$ cat src/bsl_regs.vh
// Register map, field codes and timing constants of the serial link supervisor.
// Assumes a 10 MHz clock and Avalon-MM word addressing by byte address.
`ifndef BSL_REGS_VH
`define BSL_REGS_VH

// ----------------------------------------------------------------------------
// Register byte offsets
// ----------------------------------------------------------------------------
`define BSL_OFS_FRAME_FMT    6'h00
`define BSL_OFS_TURNAROUND   6'h04
`define BSL_OFS_LINK_OK      6'h08
`define BSL_OFS_ERR_CODE     6'h0c
`define BSL_OFS_LOSS_TIMEOUT 6'h10
`define BSL_OFS_LOSS_ACTION  6'h14
`define BSL_OFS_CRC_COUNT    6'h18
`define BSL_OFS_CONTROL      6'h1c
`define BSL_OFS_IRQ_STATUS   6'h20
`define BSL_OFS_IRQ_MASK     6'h24
`define BSL_OFS_LINK_STATUS  6'h28

// ----------------------------------------------------------------------------
// Reset values
// ----------------------------------------------------------------------------
`define BSL_RST_FRAME_FMT    8'h00
`define BSL_RST_TURNAROUND   8'h05
`define BSL_RST_LOSS_TIMEOUT 16'h003c
`define BSL_RST_LOSS_ACTION  8'h00

// ----------------------------------------------------------------------------
// Protocol, format, action and error codes
// ----------------------------------------------------------------------------
`define BSL_PROTO_MODBUS     2'h0
`define BSL_PROTO_BACNET     2'h1
`define BSL_PROTO_TRAFFIC    2'h2
`define BSL_FMT_N1           8'h01
`define BSL_FMT_N2           8'h02
`define BSL_FMT_E1           8'h03
`define BSL_FMT_O1           8'h04
`define BSL_PAR_NONE         2'h0
`define BSL_PAR_EVEN         2'h1
`define BSL_PAR_ODD          2'h2
`define BSL_ACT_NONE         8'h00
`define BSL_ACT_TRIP         8'h01
`define BSL_ACT_PRESET       8'h02
`define BSL_ERR_NONE         8'h00
`define BSL_ERR_OS           8'h0a
`define BSL_ERR_RTC          8'h14
`define BSL_ERR_FAN          8'h1e
`define BSL_ERR_DRIVE_IF     8'h28
`define BSL_ERR_NETWORK      8'h32
`define BSL_ERR_OVERTEMP     8'h4a
`define BSL_CRC_MAX          15'h7fff
`define BSL_LOSS_MIN_S       16'h0005

// ----------------------------------------------------------------------------
// Timing
// ----------------------------------------------------------------------------
`define BSL_CLK_HZ           10000000
`define BSL_MS_NS            1000000
`define BSL_CLK_NS           100
`define BSL_MS_CYCLES        (`BSL_MS_NS / `BSL_CLK_NS)
`define BSL_MS_PER_S         1000

`endif

$ cat src/bsl_link_supervisor.v
// Serial building-automation link supervisor: framing selection, response
// timing, end-of-message detection, CRC error count, link-loss watch, faults.
// Assumes a UART core outside that reports character and message events as
// same-clock pulses and obeys the tx enable and go strobes issued here.
//
// Design decisions made here: the Avalon-MM register port and the address map.
`timescale 1ns/10ps
`include "bsl_regs.vh"

module bsl_link_supervisor #(
  parameter MS_CYCLES = `BSL_MS_CYCLES,
  parameter MS_PER_S  = `BSL_MS_PER_S
) (
  input  wire        clk,
  input  wire        reset_n,
  input  wire [5:0]  avs_address,
  input  wire        avs_read,
  input  wire        avs_write,
  input  wire [31:0] avs_writedata,
  output reg  [31:0] avs_readdata,
  output reg         avs_waitrequest,
  input  wire [1:0]  protocol_sel,
  input  wire [15:0] char_time_cycles,
  input  wire        rx_char_pulse,
  input  wire        rx_msg_done,
  input  wire        rx_msg_crc_err,
  input  wire        token_seen,
  input  wire        response_ready,
  input  wire [5:0]  fault_in,
  output reg         msg_end_pulse,
  output reg         msg_accept,
  output reg         tx_enable,
  output reg         tx_go,
  output reg         stop_bits_two,
  output reg  [1:0]  parity_mode,
  output reg         option_slot_fault_trip,
  output reg         preset_speed_load,
  output reg         irq
);

  // --------------------------------------------------------------------------
  // Reset synchroniser and registers
  // --------------------------------------------------------------------------
  localparam S_IDLE = 4'b0001;
  localparam S_WAIT = 4'b0010;
  localparam S_ENAB = 4'b0100;
  localparam S_SEND = 4'b1000;

  reg        rst_meta_reg;
  reg        rst_sync_reg;
  reg [7:0]  frame_format_select_reg;
  reg [7:0]  response_turnaround_ms_reg;
  reg [15:0] link_loss_timeout_reg;
  reg [7:0]  link_loss_action_reg;
  reg [14:0] crc_error_counter_reg;
  reg [7:0]  module_error_code_reg;
  reg        link_ok_flag_reg;
  reg [3:0]  irq_status_reg;
  reg [3:0]  irq_mask_reg;
  reg [3:0]  state_reg;
  reg [23:0] quiet_reg;
  reg [23:0] resp_reg;
  reg [15:0] ms_div_reg;
  reg [9:0]  ms_in_s_reg;
  reg [15:0] loss_s_reg;
  reg        rd_pending_reg;

  wire       ms_tick  = (ms_div_reg == MS_CYCLES - 1);
  wire       s_tick   = ms_tick && (ms_in_s_reg == MS_PER_S - 1);
  wire       is_modbus = (protocol_sel == `BSL_PROTO_MODBUS);

  // Converts a count of milliseconds to clock cycles.
  // The product is cut to 24 bits on purpose; 255 ms fits well inside that range.
  function [23:0] ms_to_cycles;
    input [7:0]  ms;
    reg   [31:0] prod;
    begin
      prod         = ms * MS_CYCLES;
      ms_to_cycles = prod[23:0];
    end
  endfunction

  // Two-stage release keeps the reset edge clear of the clock, so every register
  // leaves reset on the same edge.
  always @(posedge clk or negedge reset_n) begin
    if (!reset_n) begin
      rst_meta_reg <= 1'b0;
      rst_sync_reg <= 1'b0;
    end else begin
      rst_meta_reg <= 1'b1;
      rst_sync_reg <= rst_meta_reg;
    end
  end

  // --------------------------------------------------------------------------
  // Character framing
  // --------------------------------------------------------------------------
  always @(posedge clk or negedge rst_sync_reg) begin
    if (!rst_sync_reg) begin
      stop_bits_two <= 1'b1;
      parity_mode   <= `BSL_PAR_NONE;
    end else begin
      case (frame_format_select_reg)
        `BSL_FMT_N1: begin
          stop_bits_two <= 1'b0;
          parity_mode   <= `BSL_PAR_NONE;
        end
        `BSL_FMT_N2: begin
          stop_bits_two <= 1'b1;
          parity_mode   <= `BSL_PAR_NONE;
        end
        `BSL_FMT_E1: begin
          stop_bits_two <= 1'b0;
          parity_mode   <= `BSL_PAR_EVEN;
        end
        `BSL_FMT_O1: begin
          stop_bits_two <= 1'b0;
          parity_mode   <= `BSL_PAR_ODD;
        end
        // Any other selector value falls back to the protocol's own framing.
        default: begin
          stop_bits_two <= is_modbus;
          parity_mode   <= `BSL_PAR_NONE;
        end
      endcase
    end
  end

  // --------------------------------------------------------------------------
  // End-of-message silence and response timing
  // --------------------------------------------------------------------------
  wire [23:0] char_35 = {7'h00, char_time_cycles, 1'b0}
                        + {8'h00, char_time_cycles}
                        + {9'h000, char_time_cycles[15:1]};
  wire [23:0] ta_cyc  = ms_to_cycles(response_turnaround_ms_reg);
  wire [23:0] silence = (char_35 > ta_cyc) ? char_35 : ta_cyc;
  wire [23:0] one_ms  = ms_to_cycles(8'h01);
  wire [23:0] en_wait = (response_turnaround_ms_reg > 8'h01) ? ta_cyc : one_ms;

  always @(posedge clk or negedge rst_sync_reg) begin
    if (!rst_sync_reg) begin
      quiet_reg     <= 24'h000000;
      msg_end_pulse <= 1'b0;
    end else begin
      msg_end_pulse <= 1'b0;
      if (rx_char_pulse) begin
        quiet_reg <= 24'h000001;
      end else if (quiet_reg != 24'h000000) begin
        if (is_modbus && quiet_reg >= silence) begin
          msg_end_pulse <= 1'b1;
          quiet_reg     <= 24'h000000;
        end else begin
          quiet_reg <= quiet_reg + 24'h000001;
        end
      end
    end
  end

  always @(posedge clk or negedge rst_sync_reg) begin
    if (!rst_sync_reg) begin
      state_reg  <= S_IDLE;
      resp_reg   <= 24'h000000;
      tx_enable  <= 1'b0;
      tx_go      <= 1'b0;
      msg_accept <= 1'b0;
    end else begin
      tx_go      <= 1'b0;
      msg_accept <= rx_msg_done && !rx_msg_crc_err;
      case (state_reg)
        S_IDLE: begin
          tx_enable <= 1'b0;
          if (is_modbus && rx_msg_done && !rx_msg_crc_err) begin
            state_reg <= S_WAIT;
            resp_reg  <= 24'h000001;
          end
        end
        // The response is held back until the UART has data queued; the wait count
        // keeps running, so a late response gets tx_enable at once and tx_go one ms later unless the turnaround is 0.
        S_WAIT: begin
          resp_reg <= resp_reg + 24'h000001;
          if (resp_reg >= en_wait && response_ready) begin
            tx_enable <= 1'b1;
            resp_reg  <= 24'h000001;
            if (response_turnaround_ms_reg == 8'h00) begin
              tx_go     <= 1'b1;
              state_reg <= S_SEND;
            end else begin
              state_reg <= S_ENAB;
            end
          end
        end
        S_ENAB: begin
          resp_reg <= resp_reg + 24'h000001;
          if (resp_reg >= one_ms) begin
            tx_go     <= 1'b1;
            state_reg <= S_SEND;
          end
        end
        // A new character means the host is talking again, so the line is released.
        S_SEND: begin
          if (rx_char_pulse || !response_ready) begin
            tx_enable <= 1'b0;
            state_reg <= S_IDLE;
          end
        end
        default: state_reg <= S_IDLE;
      endcase
    end
  end

  // --------------------------------------------------------------------------
  // Link loss watch
  // --------------------------------------------------------------------------
  wire [15:0] loss_limit = (link_loss_timeout_reg[15] ||
                            link_loss_timeout_reg <= `BSL_LOSS_MIN_S)
                           ? `BSL_LOSS_MIN_S : link_loss_timeout_reg;
  wire        healthy = (protocol_sel == `BSL_PROTO_BACNET) ? token_seen
                        : (rx_msg_done && !rx_msg_crc_err);
  // Loss is judged on whole-second ticks only, so it is declared between one
  // second short of the timeout and the timeout itself.
  wire        loss_now = link_ok_flag_reg && !healthy && s_tick &&
                         (loss_s_reg + 16'h0001 >= loss_limit);
  wire        crc_evt  = rx_msg_done && rx_msg_crc_err;
  wire        fault_evt = (fault_in != 6'h00) && (module_error_code_reg == `BSL_ERR_NONE);

  always @(posedge clk or negedge rst_sync_reg) begin
    if (!rst_sync_reg) begin
      ms_div_reg        <= 16'h0000;
      ms_in_s_reg       <= 10'h000;
      loss_s_reg        <= 16'h0000;
      link_ok_flag_reg  <= 1'b1;
      preset_speed_load <= 1'b0;
    end else begin
      ms_div_reg        <= ms_tick ? 16'h0000 : ms_div_reg + 16'h0001;
      if (ms_tick)
        ms_in_s_reg <= (ms_in_s_reg == MS_PER_S - 1) ? 10'h000 : ms_in_s_reg + 10'h001;
      preset_speed_load <= 1'b0;
      if (is_modbus || healthy) begin
        loss_s_reg       <= 16'h0000;
        link_ok_flag_reg <= 1'b1;
      end else if (loss_now) begin
        link_ok_flag_reg  <= 1'b0;
        preset_speed_load <= (link_loss_action_reg == `BSL_ACT_PRESET);
      end else if (s_tick && link_ok_flag_reg) begin
        loss_s_reg <= loss_s_reg + 16'h0001;
      end
    end
  end

  // --------------------------------------------------------------------------
  // CRC count, faults and interrupts
  // --------------------------------------------------------------------------
  reg [7:0] fault_code;
  always @* begin
    fault_code = `BSL_ERR_NONE;
    if (fault_in[5])      fault_code = `BSL_ERR_OVERTEMP;
    else if (fault_in[4]) fault_code = `BSL_ERR_NETWORK;
    else if (fault_in[3]) fault_code = `BSL_ERR_DRIVE_IF;
    else if (fault_in[2]) fault_code = `BSL_ERR_FAN;
    else if (fault_in[1]) fault_code = `BSL_ERR_RTC;
    else if (fault_in[0]) fault_code = `BSL_ERR_OS;
  end

  // A write lands on the edge where the master sees waitrequest low, never on the
  // edge that takes the request, so each register changes exactly once.
  wire       wr_hit = avs_write && !avs_waitrequest;
  wire [3:0] irq_evt = {fault_evt, loss_now, link_ok_flag_reg == 1'b0 && healthy, crc_evt};

  always @(posedge clk or negedge rst_sync_reg) begin
    if (!rst_sync_reg) begin
      crc_error_counter_reg  <= 15'h0000;
      module_error_code_reg  <= `BSL_ERR_NONE;
      option_slot_fault_trip <= 1'b0;
      irq_status_reg         <= 4'h0;
      irq                    <= 1'b0;
    end else begin
      if (crc_evt)
        crc_error_counter_reg <= (crc_error_counter_reg == `BSL_CRC_MAX) ? 15'h0000
                                 : crc_error_counter_reg + 15'h0001;
      // A module fault outranks a link-loss trip in the same cycle, but a later trip overwrites its code;
      // the trip flag holds until software writes the clear bit.
      if (fault_evt) begin
        module_error_code_reg  <= fault_code;
        option_slot_fault_trip <= 1'b1;
      end else if (loss_now && link_loss_action_reg == `BSL_ACT_TRIP) begin
        module_error_code_reg  <= `BSL_ERR_NETWORK;
        option_slot_fault_trip <= 1'b1;
      end else if (wr_hit && avs_address == `BSL_OFS_CONTROL && avs_writedata[0]) begin
        module_error_code_reg  <= `BSL_ERR_NONE;
        option_slot_fault_trip <= 1'b0;
      end
      // An event in the same cycle as its clear wins, so no event is lost.
      if (wr_hit && avs_address == `BSL_OFS_IRQ_STATUS)
        irq_status_reg <= (irq_status_reg & ~avs_writedata[3:0]) | irq_evt;
      else
        irq_status_reg <= irq_status_reg | irq_evt;
      irq <= |(irq_status_reg & irq_mask_reg);
    end
  end

  // --------------------------------------------------------------------------
  // Avalon-MM slave: one wait cycle, answer on the second edge
  // --------------------------------------------------------------------------
  // Every request gets exactly one wait cycle; read data are captured on the
  // taking edge and stand until the next read.
  always @(posedge clk or negedge rst_sync_reg) begin
    if (!rst_sync_reg) begin
      frame_format_select_reg    <= `BSL_RST_FRAME_FMT;
      response_turnaround_ms_reg <= `BSL_RST_TURNAROUND;
      link_loss_timeout_reg      <= `BSL_RST_LOSS_TIMEOUT;
      link_loss_action_reg       <= `BSL_RST_LOSS_ACTION;
      irq_mask_reg               <= 4'h0;
      avs_waitrequest            <= 1'b1;
      avs_readdata               <= 32'h00000000;
      rd_pending_reg             <= 1'b0;
    end else begin
      avs_waitrequest <= 1'b1;
      if ((avs_read || avs_write) && avs_waitrequest && !rd_pending_reg) begin
        avs_waitrequest <= 1'b0;
        rd_pending_reg  <= 1'b1;
      end else begin
        rd_pending_reg <= 1'b0;
      end
      if (wr_hit) begin
        case (avs_address)
          `BSL_OFS_FRAME_FMT:    frame_format_select_reg    <= avs_writedata[7:0];
          `BSL_OFS_TURNAROUND:   response_turnaround_ms_reg <= avs_writedata[7:0];
          `BSL_OFS_LOSS_TIMEOUT: link_loss_timeout_reg      <= avs_writedata[15:0];
          `BSL_OFS_LOSS_ACTION:  link_loss_action_reg       <= avs_writedata[7:0];
          `BSL_OFS_IRQ_MASK:     irq_mask_reg               <= avs_writedata[3:0];
          default: ;
        endcase
      end
      if (avs_read && avs_waitrequest && !rd_pending_reg) begin
        case (avs_address)
          `BSL_OFS_FRAME_FMT:    avs_readdata <= {24'h000000, frame_format_select_reg};
          `BSL_OFS_TURNAROUND:   avs_readdata <= {24'h000000, response_turnaround_ms_reg};
          `BSL_OFS_LINK_OK:      avs_readdata <= {31'h00000000, link_ok_flag_reg};
          `BSL_OFS_ERR_CODE:     avs_readdata <= {24'h000000, module_error_code_reg};
          `BSL_OFS_LOSS_TIMEOUT: avs_readdata <= {16'h0000, link_loss_timeout_reg};
          `BSL_OFS_LOSS_ACTION:  avs_readdata <= {24'h000000, link_loss_action_reg};
          `BSL_OFS_CRC_COUNT:    avs_readdata <= {17'h00000, crc_error_counter_reg};
          `BSL_OFS_CONTROL:      avs_readdata <= {31'h00000000, option_slot_fault_trip};
          `BSL_OFS_IRQ_STATUS:   avs_readdata <= {28'h0000000, irq_status_reg};
          `BSL_OFS_IRQ_MASK:     avs_readdata <= {28'h0000000, irq_mask_reg};
          `BSL_OFS_LINK_STATUS:  avs_readdata <= {28'h0000000, state_reg};
          default:               avs_readdata <= 32'h00000000;
        endcase
      end
    end
  end

endmodule // bsl_link_supervisor

$ cat config.mk
export PLATFORM = sky130hd
export DESIGN_NAME = bsl_link_supervisor
export DESIGN_NICKNAME = d
export VERILOG_FILES = /design/src/bsl_link_supervisor.v
export VERILOG_INCLUDE_DIRS = /design/src
export SDC_FILE = /design/constraint.sdc
export NUM_CORES = 1
export LEC_CHECK = 0
export BUFFER_PORTS_ARGS = -buffer_cell sky130_fd_sc_hd__buf_2
export CAP_MARGIN = 10
export CELL_PAD_IN_SITES_DETAIL_PLACEMENT = 0
export CELL_PAD_IN_SITES_GLOBAL_PLACEMENT = 1
export CORE_ASPECT_RATIO = 1.75
export CORE_MARGIN = 3
export CORE_UTILIZATION = 52
export CTS_CLUSTER_DIAMETER = 150
export CTS_CLUSTER_SIZE = 16
export DETAILED_ROUTE_END_ITERATION = 8
export PLACE_DENSITY_LB_ADDON = 0.15
export SLEW_MARGIN = 5
export SYNTH_ARGS = -nofsm -noshare
export SYNTH_HDL_FRONTEND = slang
export SYNTH_SLANG_ARGS = --single-unit
$ cat constraint.sdc
create_clock -name clk -period 16.7 [get_ports clk]
set_input_delay 0.835 -clock clk [delete_from_list [all_inputs] [get_ports clk]]
set_output_delay 0.835 -clock clk [all_outputs]
set_load 0.05 [all_outputs]
== Word-level counts from Yosys, hierarchy flattened ==
Cells that the tools add are included.
Word-level totals
  output and inout port bits: 43
  bits in registers: 212
  word-level logic and storage cells: 188
Operators by class
  equal/unequal tests: 29
  add/subtract/negate cells: 8
  order comparisons: 7
  multiply operators: 1
  bitwise operators: 6
  reductions and logical operators: 54
  multiplexer cells: 54
Operators by type and width (count)
  16-bit case mux with 11 select lines: 1
  24-bit 2-to-1 mux: 5
  16-bit 2-to-1 mux: 5
  24-bit case mux with 3 select lines: 1
  24-bit by 1-bit adder with 24-bit output, second input constant: 2
  24-bit by 22-bit greater-or-equal comparator with 1-bit output: 2
  22-bit 2-to-1 mux: 2
  16-bit by 1-bit adder with 16-bit output, second input constant: 2
  4-bit 2-to-1 mux: 7
  6-bit by 5-bit == test with 1-bit output, second input constant: 4
  8-bit by 2-bit == test with 1-bit output, second input constant: 3
  24-bit by 14-bit greater-or-equal comparator with 1-bit output, second input constant: 1
  8-bit 2-to-1 mux: 3
  24-bit nonzero test: 1
  19-bit by 22-bit greater-than comparator with 1-bit output: 1
  1-bit logical AND: 22
  18-bit by 15-bit adder with 19-bit output: 1
  17-bit by 16-bit adder with 18-bit output: 1
  6-bit == test, second input constant: 3
  8-bit by 10-bit multiplier with 18-bit output, second input constant: 1
  1-bit 2-to-1 mux: 18
  16-bit by 14-bit == test with 1-bit output, second input constant: 1
  8-bit by 1-bit == test with 1-bit output, second input constant: 2
  16-bit greater-or-equal comparator: 1
  42 further kinds: 69

== Logic depth before layout (Yosys ltp) ==
Gate-level depths: netlist (run 1).
  word-level depth: 10
  mapped depth: 34
  mapped depth without buffers: 32

== Worst setup path after synthesis (run 1) ==
No wires, ideal clock.
  path kind: flip-flop to flip-flop
  start: reg response_turnaround_ms_reg[2]
  end: reg quiet_reg[10]
  buffers on the path: 2
  data required time: 16.628 ns
  clock period less this slack: 6.744 ns
  cell stages (with the launch flop): 31
  slack: 9.956 ns
  data arrival time: 6.672 ns
  cell sequence: dfstp_2 > inv_1 > ha_1 > ha_1 > inv_1 > fa_1 > fa_1 > inv_1 > ha_1 > a211o_1 > a21oi_1 > inv_1 > ha_1 > or3_1 > o41ai_1 > maj3_2 > o21ai_4 > o211ai_4 > buf_6 > nor2_1 > ha_1 > nand2b_1 > a21o_1 > a21o_1 > a21o_1 > a21oi_1 > o21ai_0 > a221oi_1 > o211ai_1 > clkbuf_1 > nor2_1
Between the ends
  cells in the longest elaborated chain, start to end: 8
RTL lines
  start: declaration: line bsl_link_supervisor.v:52  | reg [7:0] response_turnaround_ms_reg;
  start signal: assignment: line bsl_link_supervisor.v:309  | response_turnaround_ms_reg <= `BSL_RST_TURNAROUND;
  start signal: assignment: line bsl_link_supervisor.v:327  | `BSL_OFS_TURNAROUND: response_turnaround_ms_reg <= avs_writedata[7:0];
  8-bit by 10-bit multiplier with 18-bit output (*): line bsl_link_supervisor.v:78  | prod = ms * MS_CYCLES;
  19-bit by 22-bit greater-than comparator with 1-bit output: line bsl_link_supervisor.v:136  | wire [23:0] silence = (char_35 > ta_cyc) ? char_35 : ta_cyc;
  22-bit 2-to-1 mux (*): line bsl_link_supervisor.v:136
  24-bit by 22-bit greater-or-equal comparator with 1-bit output (*): line bsl_link_supervisor.v:149  | if (is_modbus && quiet_reg >= silence) begin
  1-bit logical AND (*): line bsl_link_supervisor.v:149
  24-bit 2-to-1 mux (*): line bsl_link_supervisor.v:149
  24-bit 2-to-1 mux (*): line bsl_link_supervisor.v:148  | end else if (quiet_reg != 24'h000000) begin
  24-bit 2-to-1 mux (*): line bsl_link_supervisor.v:146  | if (rx_char_pulse) begin
  end signal: assignment: line bsl_link_supervisor.v:153  | quiet_reg <= quiet_reg + 24'h000001;
  end: declaration: line bsl_link_supervisor.v:61  | reg [23:0] quiet_reg;
Mark *: on every way between the ends. The rest lies on a longest branch, timed or not. The select of a mux whose other input is x is not followed.
A chain may end at the register's enable or synchronous reset.

== Worst setup path after layout (run 1) ==
  start: reg response_turnaround_ms_reg[3]
  end: reg quiet_reg[1]
The elaborated chain is that of the path after synthesis.

==> PnR_summary.wiki, run 1 <==
{| class="wikitable"
! Metric !! Value
|-
| Starting density of the core || 53.21%
|-
| Cells after Synth || roughly 1500
|-
| Y dimension of the die || around 220 um
|-
| Sequential-to-total area share from yosys stat || 34.98%
|-
| Setup-violating endpoint count in the final report || 0
|-
| Slowest cell on the critical path || dfrtp_1
|-
| Diodes inserted || 0
|-
| Switching part of the total power || 37.26%
|-
| Worst hold path class || primary input to async pin
|-
| Vias || 10930
|-
| Final global-route overflow total || 0
|-
| Terminus of the critical flop-to-flop path || quiet_reg[1]
|-
| Pin count of the biggest net entering global routing || between 70 and 80
|-
| TritonCTS clock tree || yes
|-
| Static leakage || 7.383 nW
|-
| Gate power share || 35.6%
|-
| Number of synthesized flops with an enable pin || 0
|-
| Commonest non-fill, non-tap cells in the layout || dfrtp_1 (183), nor2_1 (146), ha_1 (138)
|-
| Utilization of the core after routing || 58.08%
|-
| Highest fanout seen on the critical path || 16
|-
| Post-DP HPWL || 28.35 mm
|-
| Critical Path Max Stage Delay || 0.66 ns
|-
| Share of Yosys cell area claimed by the top area cell type || 33.09%
|-
| CP Launch Type || flop
|-
| Number of violations reported at the end of detailed-routing iteration 0 || 522
|-
| Worst IR drop on VDD || 0.07610 mV
|-
| Worst Skew || 0.01382 ns
|-
| Total negative slack for setup checks || 0 ns
|-
| Top cell type by total area after synthesis || dfrtp_1
|-
| Number of hold violations in the final report || 0
|-
| GRT Overall Usage || 25.38%
|-
| Maximum root-to-sink buffer count || 2
|-
| Final worst path period share || 46.87%
|-
| Clock network fraction of design power || 28.0%
|-
| Placeable Area || 26160 sq um
|-
| Post-route minimum period || 7.827 ns
|-
| Max_slew headroom || 29.30%
|-
| Post-DR vias/cell || between 5 and 6
|-
| Slew Limit Fails || 0
|-
| TritonCTS Sinks || ~190
|-
| Post-synthesis sequential element count || about 190
|-
| Setup repair after global routing missed its margin || no
|-
| Most common library cell in the layout ignoring fill and taps || dfrtp_1
|-
| Antenna violations before repair || 0
|-
| Root Buffer || clkbuf_16
|-
| Most instantiated flip-flop cell in the synthesis netlist || dfrtp_1
|-
| Number of cells upsized or downsized after cts || 0
|-
| Type of the setup path with the least slack || flop to flop
|-
| Post-synth design cell area || 13920 sq um
|-
| Count of buffers from port buffering || ~80
|-
| Number of levels in the clock H-tree || 4
|-
| Number of buffers added for setup after CTS || 0
|-
| Net switching power || about 0.00057 W
|-
| Clock transition at path regs || 0.08 ns
|-
| Global-route wire length before repair || 57.37 mm
|-
| Number of search-and-repair iterations in the first detailed-routing pass || 5
|-
| Clock latency reported for the late side of the worst-skew pair || 0.46 ns
|-
| Mean cell area of the mapped netlist || roughly 9.5 sq um
|-
| Cts bufs inserted || 17
|-
| Library cell appearing most often on the critical path || ha_1
|-
| Final Wtd Congestion || 0.8878
|-
| Worst hold slack after final layout || 0.1535 ns
|-
| Die footprint || 28840 sq um
|-
| Vias in the first global route || 11270
|-
| Sequential fraction of design power || approximately 36%
|-
| DRC Markers || 0
|-
| Total Nets Final || approximately 1800
|-
| Worst setup endpoint || quiet_reg[1]
|-
| Critical path required time || 17.06 ns
|-
| Cell types occupying the most area after synthesis || dfrtp_1 (33%), ha_1 (12%), xor2_1 (4.5%)
|-
| Synth Warn # || 0
|-
| Transition time at the pin with the least slew margin || 1.051 ns
|-
| Antenna-violating nets left || 0
|-
| Origin of the critical flop-to-flop path || response_turnaround_ms_reg[3]
|-
| Cell Int Power || 0.0009536 W
|-
| Detailed Route WL || around 36 mm
|-
| Crit. Startpoint || response_turnaround_ms_reg[3]
|-
| Category of the worst setup path capture point || flop
|-
| Routed length per placed instance || 19.07 um
|-
| Number of maximum-capacitance violations || 0
|-
| Outcome || finished clean
|-
| Critical Path AT || between 8 and 9 ns
|-
| Number of buffers inserted by hold repair at cts || 0
|-
| FP Rows || 78
|-
| Unique masters post-synth || 78
|-
| Worst Reg-to-Reg Cells || 27
|-
| Synth-to-Final Area Change || 9.171%
|-
| Fmax || 127.8 MHz
|-
| Number of top-level design ports || 114
|-
| Asr flop ratio synth || 100.0%
|-
| Die width || 129.7 um
|-
| Power per cell area || 100.1 nW/um^2
|-
| Setup slack of the most critical reg-to-reg path || 8.87 ns
|-
| Proportion of layout cells with a drive suffix above 1 || 12.38%
|}
==> routing by layer <==
layer	share of wire [%]	wire length [um]	vias up	track usage [%]
li1	-	-	5293	-
met1	37	13040	5362	25.95
met2	55	19800	191	48.16
met3	2.3	832	82	3.344
met4	5.6	2004	0	13.83
met5	0	0	-	0
==> how the worst min path moves through the flow <==
stage	end	slack (ns)	depth (start not counted)	startpoint
after floorplan	rst_sync_reg	0.33	0	rst_meta_reg
after global placement	rst_sync_reg	0.34	0	rst_meta_reg
after detailed placement	rst_sync_reg	0.35	0	rst_meta_reg
after CTS	rst_sync_reg	0.13	1	reset_n
after global routing	rst_meta_reg	0.14	1	reset_n
final	rst_sync_reg	0.15	1	reset_n
==> kinds of logic after synthesis <==
logic type                 Yosys count  share of synthesized area, %
AOI/OAI and AO/OA                  239                         11.52
xor gates and xnor gates           118                         7.481
adders and majority gates          167                         16.52
buffers and inverters              117                         3.713
DFF                                194                         34.98
muxes                               78                         6.285
other                                2                       0.05397
and+or+nand+nor                    547                         19.46
==> synth_stat cells, drive strengths merged (7+ instances only) <==
| cell | instances |
|---|---|
| nand2b | 33 |
| ha | 138 |
| nand3 | 55 |
| fa | 28 |
| mux2i | 30 |
| xor2 | 73 |
| o21a | 14 |
| a21o | 25 |
| o211ai | 7 |
| nor3 | 25 |
| dfrtp | 184 |
| clkbuf | 25 |
| o41ai | 7 |
| nor4 | 21 |
| a21oi | 50 |
| nor2b | 23 |
| nor2 | 146 |
| mux2 | 45 |
| and3 | 37 |
| a22oi | 7 |
| buf | 22 |
| and2 | 14 |
| o21ai | 74 |
| nand2 | 127 |
| a31oi | 8 |
| dfstp | 10 |
| inv | 70 |
| or3 | 7 |
| nand4 | 30 |
| xnor2 | 45 |
==> area by class of cell <==
class / count / area, sq um
Fill cell: 2397 / 10960
Multi-Input combinational cell: 1167 / 8592
Sequential cell: 194 / 4871
Timing Repair Buffer: 88 / 457.9
Clock buffer: 18 / 439.2
Tap cell: 320 / 400.4
Inverter: 70 / 262.8
Clock inverter: 14 / 168.9
==> critical path: cells and delay by family, from the launching register on <==
family                     cells  cell delay (ns)
DFF                            1             0.66
adders and majority gates      7             2.74
buffers and inverters          3             0.29
and+or+nand+nor                7             1.21
muxes                          1             0.48
AOI/OAI and AO/OA              9             2.36
==> through the flow <==
step	cell area (sq um)	worst slack (ns)	instances	total power, W
after floorplan	13980	9.956	1478	0.0009503
after global placement	14580	8.921	1839	0.001093
after detailed placement	14580	8.883	1839	0.001106
after CTS	15190	8.881	1871	0.001535
after global routing	15190	8.385	1871	0.001618
final	15190	8.873	1871	0.001520
==> power groups by stage <==
stage / clock network (W) / logic (W) / registers [W]
6_report: 0.000425 / 0.000541 / 0.000554
5_1_grt: 0.000454 / 0.000605 / 0.000559
4_1_cts: 0.000435 / 0.000547 / 0.000554
3_5_place_dp: 0 / 0.000543 / 0.000563
3_3_place_gp: 0 / 0.000532 / 0.000562
2_1_floorplan: 0 / 0.000392 / 0.000558
No activity file was read; power rests on OpenSTA's default activity.
==> run 2: changes to the inputs <==
--- a/config.mk
+++ b/config.mk
@@ -6,13 +6,14 @@
 export SDC_FILE = /design/constraint.sdc
 export NUM_CORES = 1
 export LEC_CHECK = 0
+export ABC_AREA = 1
 export BUFFER_PORTS_ARGS = -buffer_cell sky130_fd_sc_hd__buf_2
 export CAP_MARGIN = 10
 export CELL_PAD_IN_SITES_DETAIL_PLACEMENT = 0
 export CELL_PAD_IN_SITES_GLOBAL_PLACEMENT = 1
 export CORE_ASPECT_RATIO = 1.75
 export CORE_MARGIN = 3
-export CORE_UTILIZATION = 52
+export CORE_UTILIZATION = 46
 export CTS_CLUSTER_DIAMETER = 150
 export CTS_CLUSTER_SIZE = 16
 export DETAILED_ROUTE_END_ITERATION = 8
==> constraint.sdc (replaced) <==
create_clock -name clk -period 7.85 [get_ports clk]
set_input_delay 0.3925 -clock clk [delete_from_list [all_inputs] [get_ports clk]]
set_output_delay 0.3925 -clock clk [all_outputs]
set_load 0.05 [all_outputs]
==> PnR_summary.wiki, run 2 <==
{| class="wikitable"
! Metric !! Value
|-
| Antenna violations before repair || 0 (unchanged)
|-
| Vias || 12180 (+11%)
|-
| Number of violations reported at the end of detailed-routing iteration 0 || 541 (+3.6%)
|-
| Placeable Area || 30160 sq um (+15%)
|-
| Worst IR drop on VDD || 0.1668 mV (+120%)
|-
| Fill cell instance count of the final layout || 3015 (+26%)
|-
| Setup repair after global routing missed its margin || no
|-
| Proportion of layout cells with a drive suffix above 1 || 10.60% (-1.8 points)
|-
| Area used by multi-input combinational logic || 8094 sq um (-5.8%)
|-
| Clock latency reported for the late side of the worst-skew pair || 0.45 ns (about the same)
|-
| Fmax || 141.9 MHz (+11%)
|-
| Root Buffer || clkbuf_16
|-
| Post-layout instance count excluding filler cells || 2302 (+23%)
|-
| Outcome || finished clean
|-
| Combined flip-flop and latch cell area || 4871 sq um (unchanged)
|-
| Antenna-violating nets left || 0 (unchanged)
|-
| Count of buffers from port buffering || 81 (unchanged)
|-
| Slew Limit Fails || 0 (unchanged)
|-
| GRT Overall Usage || 22.64% (-2.7 points)
|-
| Number of hold violations in the final report || 0 (unchanged)
|-
| Cts bufs inserted || 17 (unchanged)
|-
| Pin count of the biggest net entering global routing || 67 (-12%)
|-
| Most instantiated flip-flop cell in the synthesis netlist || dfrtp_1
|-
| Max_slew headroom || 40.61% (+11 points)
|-
| Power per cell area || 211.9 nW/um^2 (+110%)
|-
| Worst Skew || 0.01164 ns (-0.002174 ns)
|-
| Multiplexer area fraction after synthesis || 0.4767% (-5.8 points)
|-
| Vias in the first global route || 12230 (+8.5%)
|-
| Routed length per placed instance || 15.79 um (-17%)
|-
| Critical Path AT || 7.39 ns (-0.79 ns)
|-
| Worst hold path class || flop to async pin
|-
| Cells after Synth || 1814 (+24%)
|-
| Commonest non-fill, non-tap cells in the layout || nand2_1 (394), inv_1 (268), dfrtp_1 (183)
|-
| Dpl cells || 2269 (+23%)
|-
| Number of cells upsized or downsized after cts || 0 (unchanged)
|-
| Critical Path Max Stage Delay || 0.64 ns (-0.02 ns)
|-
| Post-synthesis sequential element count || 194 (unchanged)
|-
| Setup slack after placement || 0.7824 ns (-8.100 ns)
|-
| Min setup slack post-route || 0.8012 ns (-8.072 ns)
|-
| Unique masters post-synth || 58 (-26%)
|-
| TritonCTS clock tree || yes
|-
| Static leakage || 7.970 nW (+8.0%)
|-
| Diodes inserted || 0 (unchanged)
|-
| Basic-gate share of the synthesized area counting and, or, nand and nor cells || 25.47% (+6.0 points)
|-
| Number of levels in the clock H-tree || 4 (unchanged)
|-
| DRC Markers || 0 (unchanged)
|-
| Detailed Route WL || 36.35 mm (+1.9%)
|-
| Top cell type by total area after synthesis || dfrtp_1
|-
| Adder and majority gate portion of the synthesized area || 16.14% (-0.38 points)
|-
| Total Nets Final || 2139 (+21%)
|-
| Critical path required time || 8.19 ns (-8.87 ns)
|-
| Number of maximum-capacitance violations || 0 (unchanged)
|-
| Y dimension of the die || 238.2 um (+7.1%)
|-
| Share of Yosys cell area claimed by the top area cell type || 32.48% (-0.60 points)
|-
| Total negative slack for setup checks || 0 ns (unchanged)
|-
| Most common library cell in the layout ignoring fill and taps || nand2_1
|-
| Post-synth design cell area || 14170 sq um (+1.9%)
|-
| Number of search-and-repair iterations in the first detailed-routing pass || 7 (+2)
|-
| Number of buffers added for setup after CTS || 0 (unchanged)
|-
| Maximum root-to-sink buffer count || 2 (unchanged)
|-
| Die width || 138.7 um (+7.0%)
|-
| Category of the worst setup path capture point || flop
|-
| Most used standard cells in the synthesized netlist || nand2_1 (394), inv_1 (268), dfrtp_1 (184), nor2_1 (154), ha_1 (138)
|-
| Mean cell area of the mapped netlist || 7.814 sq um (-18%)
|-
| Synthesized-area fraction occupied by ao, oa, aoi and oai cells || 10.34% (-1.2 points)
|-
| Synth-to-Final Area Change || 9.418%
|-
| Asr flop ratio synth || 100.0% (unchanged)
|-
| Final worst path period share || 89.79% (+43 points)
|-
| Cell types occupying the most area after synthesis || dfrtp_1 (32%), ha_1 (12%), nand2_1 (10%)
|-
| Die footprint || 33040 sq um (+15%)
|-
| Setup-violating endpoint count in the final report || 0 (unchanged)
|-
| Clock transition at path regs || 0.08 ns (about the same)
|-
| Number of top-level design ports || 114 (unchanged)
|-
| Final Wtd Congestion || 0.8912 (+0.38%)
|-
| Global-route wire length before repair || 60.49 mm (+5.4%)
|-
| Utilization of the core after routing || 51.42% (-6.7 points)
|-
| TritonCTS Sinks || 194 (unchanged)
|-
| Post-DR vias/cell || 5.290 (-9.4%)
|-
| Number of synthesized flops with an enable pin || 0 (unchanged)
|-
| Library cell appearing most often on the critical path || nand2_1
|-
| Final global-route overflow total || 0 (unchanged)
|-
| Dominant combinational cell family by area after synthesis || simple AND/OR/NAND/NOR gates
|-
| Worst hold slack after final layout || 0.1567 ns (+0.003204 ns)
|-
| CP Launch Type || flop
|-
| Highest fanout seen on the critical path || 21 (+5)
|-
| Post-route minimum period || 7.049 ns (-0.7782 ns)
|-
| Type of the setup path with the least slack || flop to flop
|-
| Slowest cell on the critical path || dfstp_2
|-
| Post-DP HPWL || 29.78 mm (+5.0%)
|-
| Post-Synth XOR/XNOR Area || 4.202% (-3.3 points)
|-
| Sequential-to-total area share from yosys stat || 34.34% (-0.64 points)
|-
| Transition time at the pin with the least slew margin || 0.8876 ns (-0.1632 ns)
|-
| Synth Warn # || 0 (unchanged)
|-
| Starting density of the core || 46.99% (-6.2 points)
|-
| FP Rows || 84 (+7.7%)
|-
| Cell with the most instances after synthesis || nand2_1
|}
==> run 2: cell count changes after synthesis, sizes merged, moves of 32 or more <==
cell | previous run | this run
a21oi | 50 | 82
inv | 70 | 278
nand2b | 33 | 0
nand2 | 127 | 406
nand3 | 55 | 104
o21ai | 74 | 112
and3 | 37 | 1
mux2 | 45 | 6
==> run 2: final timing paths <==
check | from | endpoint | slack, ns | depth (start not counted)
setup / recovery | response_turnaround_ms_reg[2] | quiet_reg[7] | 0.80 | 32
hold / removal | rst_sync_reg | resp_reg[11] | 0.16 | 0
setup reg to reg | response_turnaround_ms_reg[2] | quiet_reg[7] | 0.80 | 32
hold reg to reg | rst_sync_reg | resp_reg[11] | 0.16 | 0
max in group asynchronous | rst_sync_reg | avs_readdata[7] | 5.96 | 2
min in group clk | avs_writedata[14] | link_loss_timeout_reg[14] | 0.19 | 2
==> run 2: cells by family after synthesis <==
| logic type | Yosys count |
|---|---|
| XOR/XNOR | 68 |
| flip-flops | 194 |
| adder cells (fa/ha/maj) | 166 |
| buffers and inverters | 316 |
| other | 2 |
| AND/OR/NAND/NOR | 806 |
| multiplexers | 6 |
| AO/OA/AOI/OAI | 256 |
==> run 2: final cells by class <==
cell class,instances,area share [%]
Timing Repair Buffer,88,2.969
Sequential cell,194,31.41
Multi-Input combinational cell,1320,52.19
Clock buffer,19,2.856
Inverter,281,6.801
Tap cell,387,3.122
Clock inverter,13,0.6615
==> run 2: layer usage <==
layer	share of wire [%]	GRT usage, %	up-vias	wire [um]
li1	-	-	6080	-
met1	37	24.06	5802	13310
met2	56	44.46	234	20460
met3	3.0	2.948	62	1101
met4	4.0	9.436	0	1470
met5	0	0	-	0
==> run 2: stage by stage <==
step	total power, W	cell area [sq um]
floorplan	0.002156	14230
finish	0.003287	15510
global placement	0.002464	14950
detailed placement	0.002489	14950
global route	0.003572	15510
CTS	0.003331	15510
==> run 2: repair_timing <==
action	4_1_cts	5_1_grt
endpoints found under the hold margin	2	0
endpoints found under the setup margin	0	0
hold buffers	1	0
==> run 2: critical path, delay by kind of cell, from the launching register on <==
| family | cells | cell delay [ns] |
|---|---|---|
| buffers and inverters | 4 | 0.40 |
| AND/OR/NAND/NOR | 17 | 2.60 |
| XOR/XNOR | 1 | 0.35 |
| adder cells (fa/ha/maj) | 7 | 2.58 |
| AO/OA/AOI/OAI | 3 | 0.37 |
| flip-flops | 1 | 0.64 |
==> run 2: report_power, final <==
| group | switching, W | internal, W | total, W |
|---|---|---|---|
| logic | 0.000843 | 0.000431 | 0.00127 |
| registers | 0.0000922 | 0.00109 | 0.00118 |
| clock network | 0.000412 | 0.000419 | 0.000831 |
| total | 0.00135 | 0.00194 | 0.00329 |
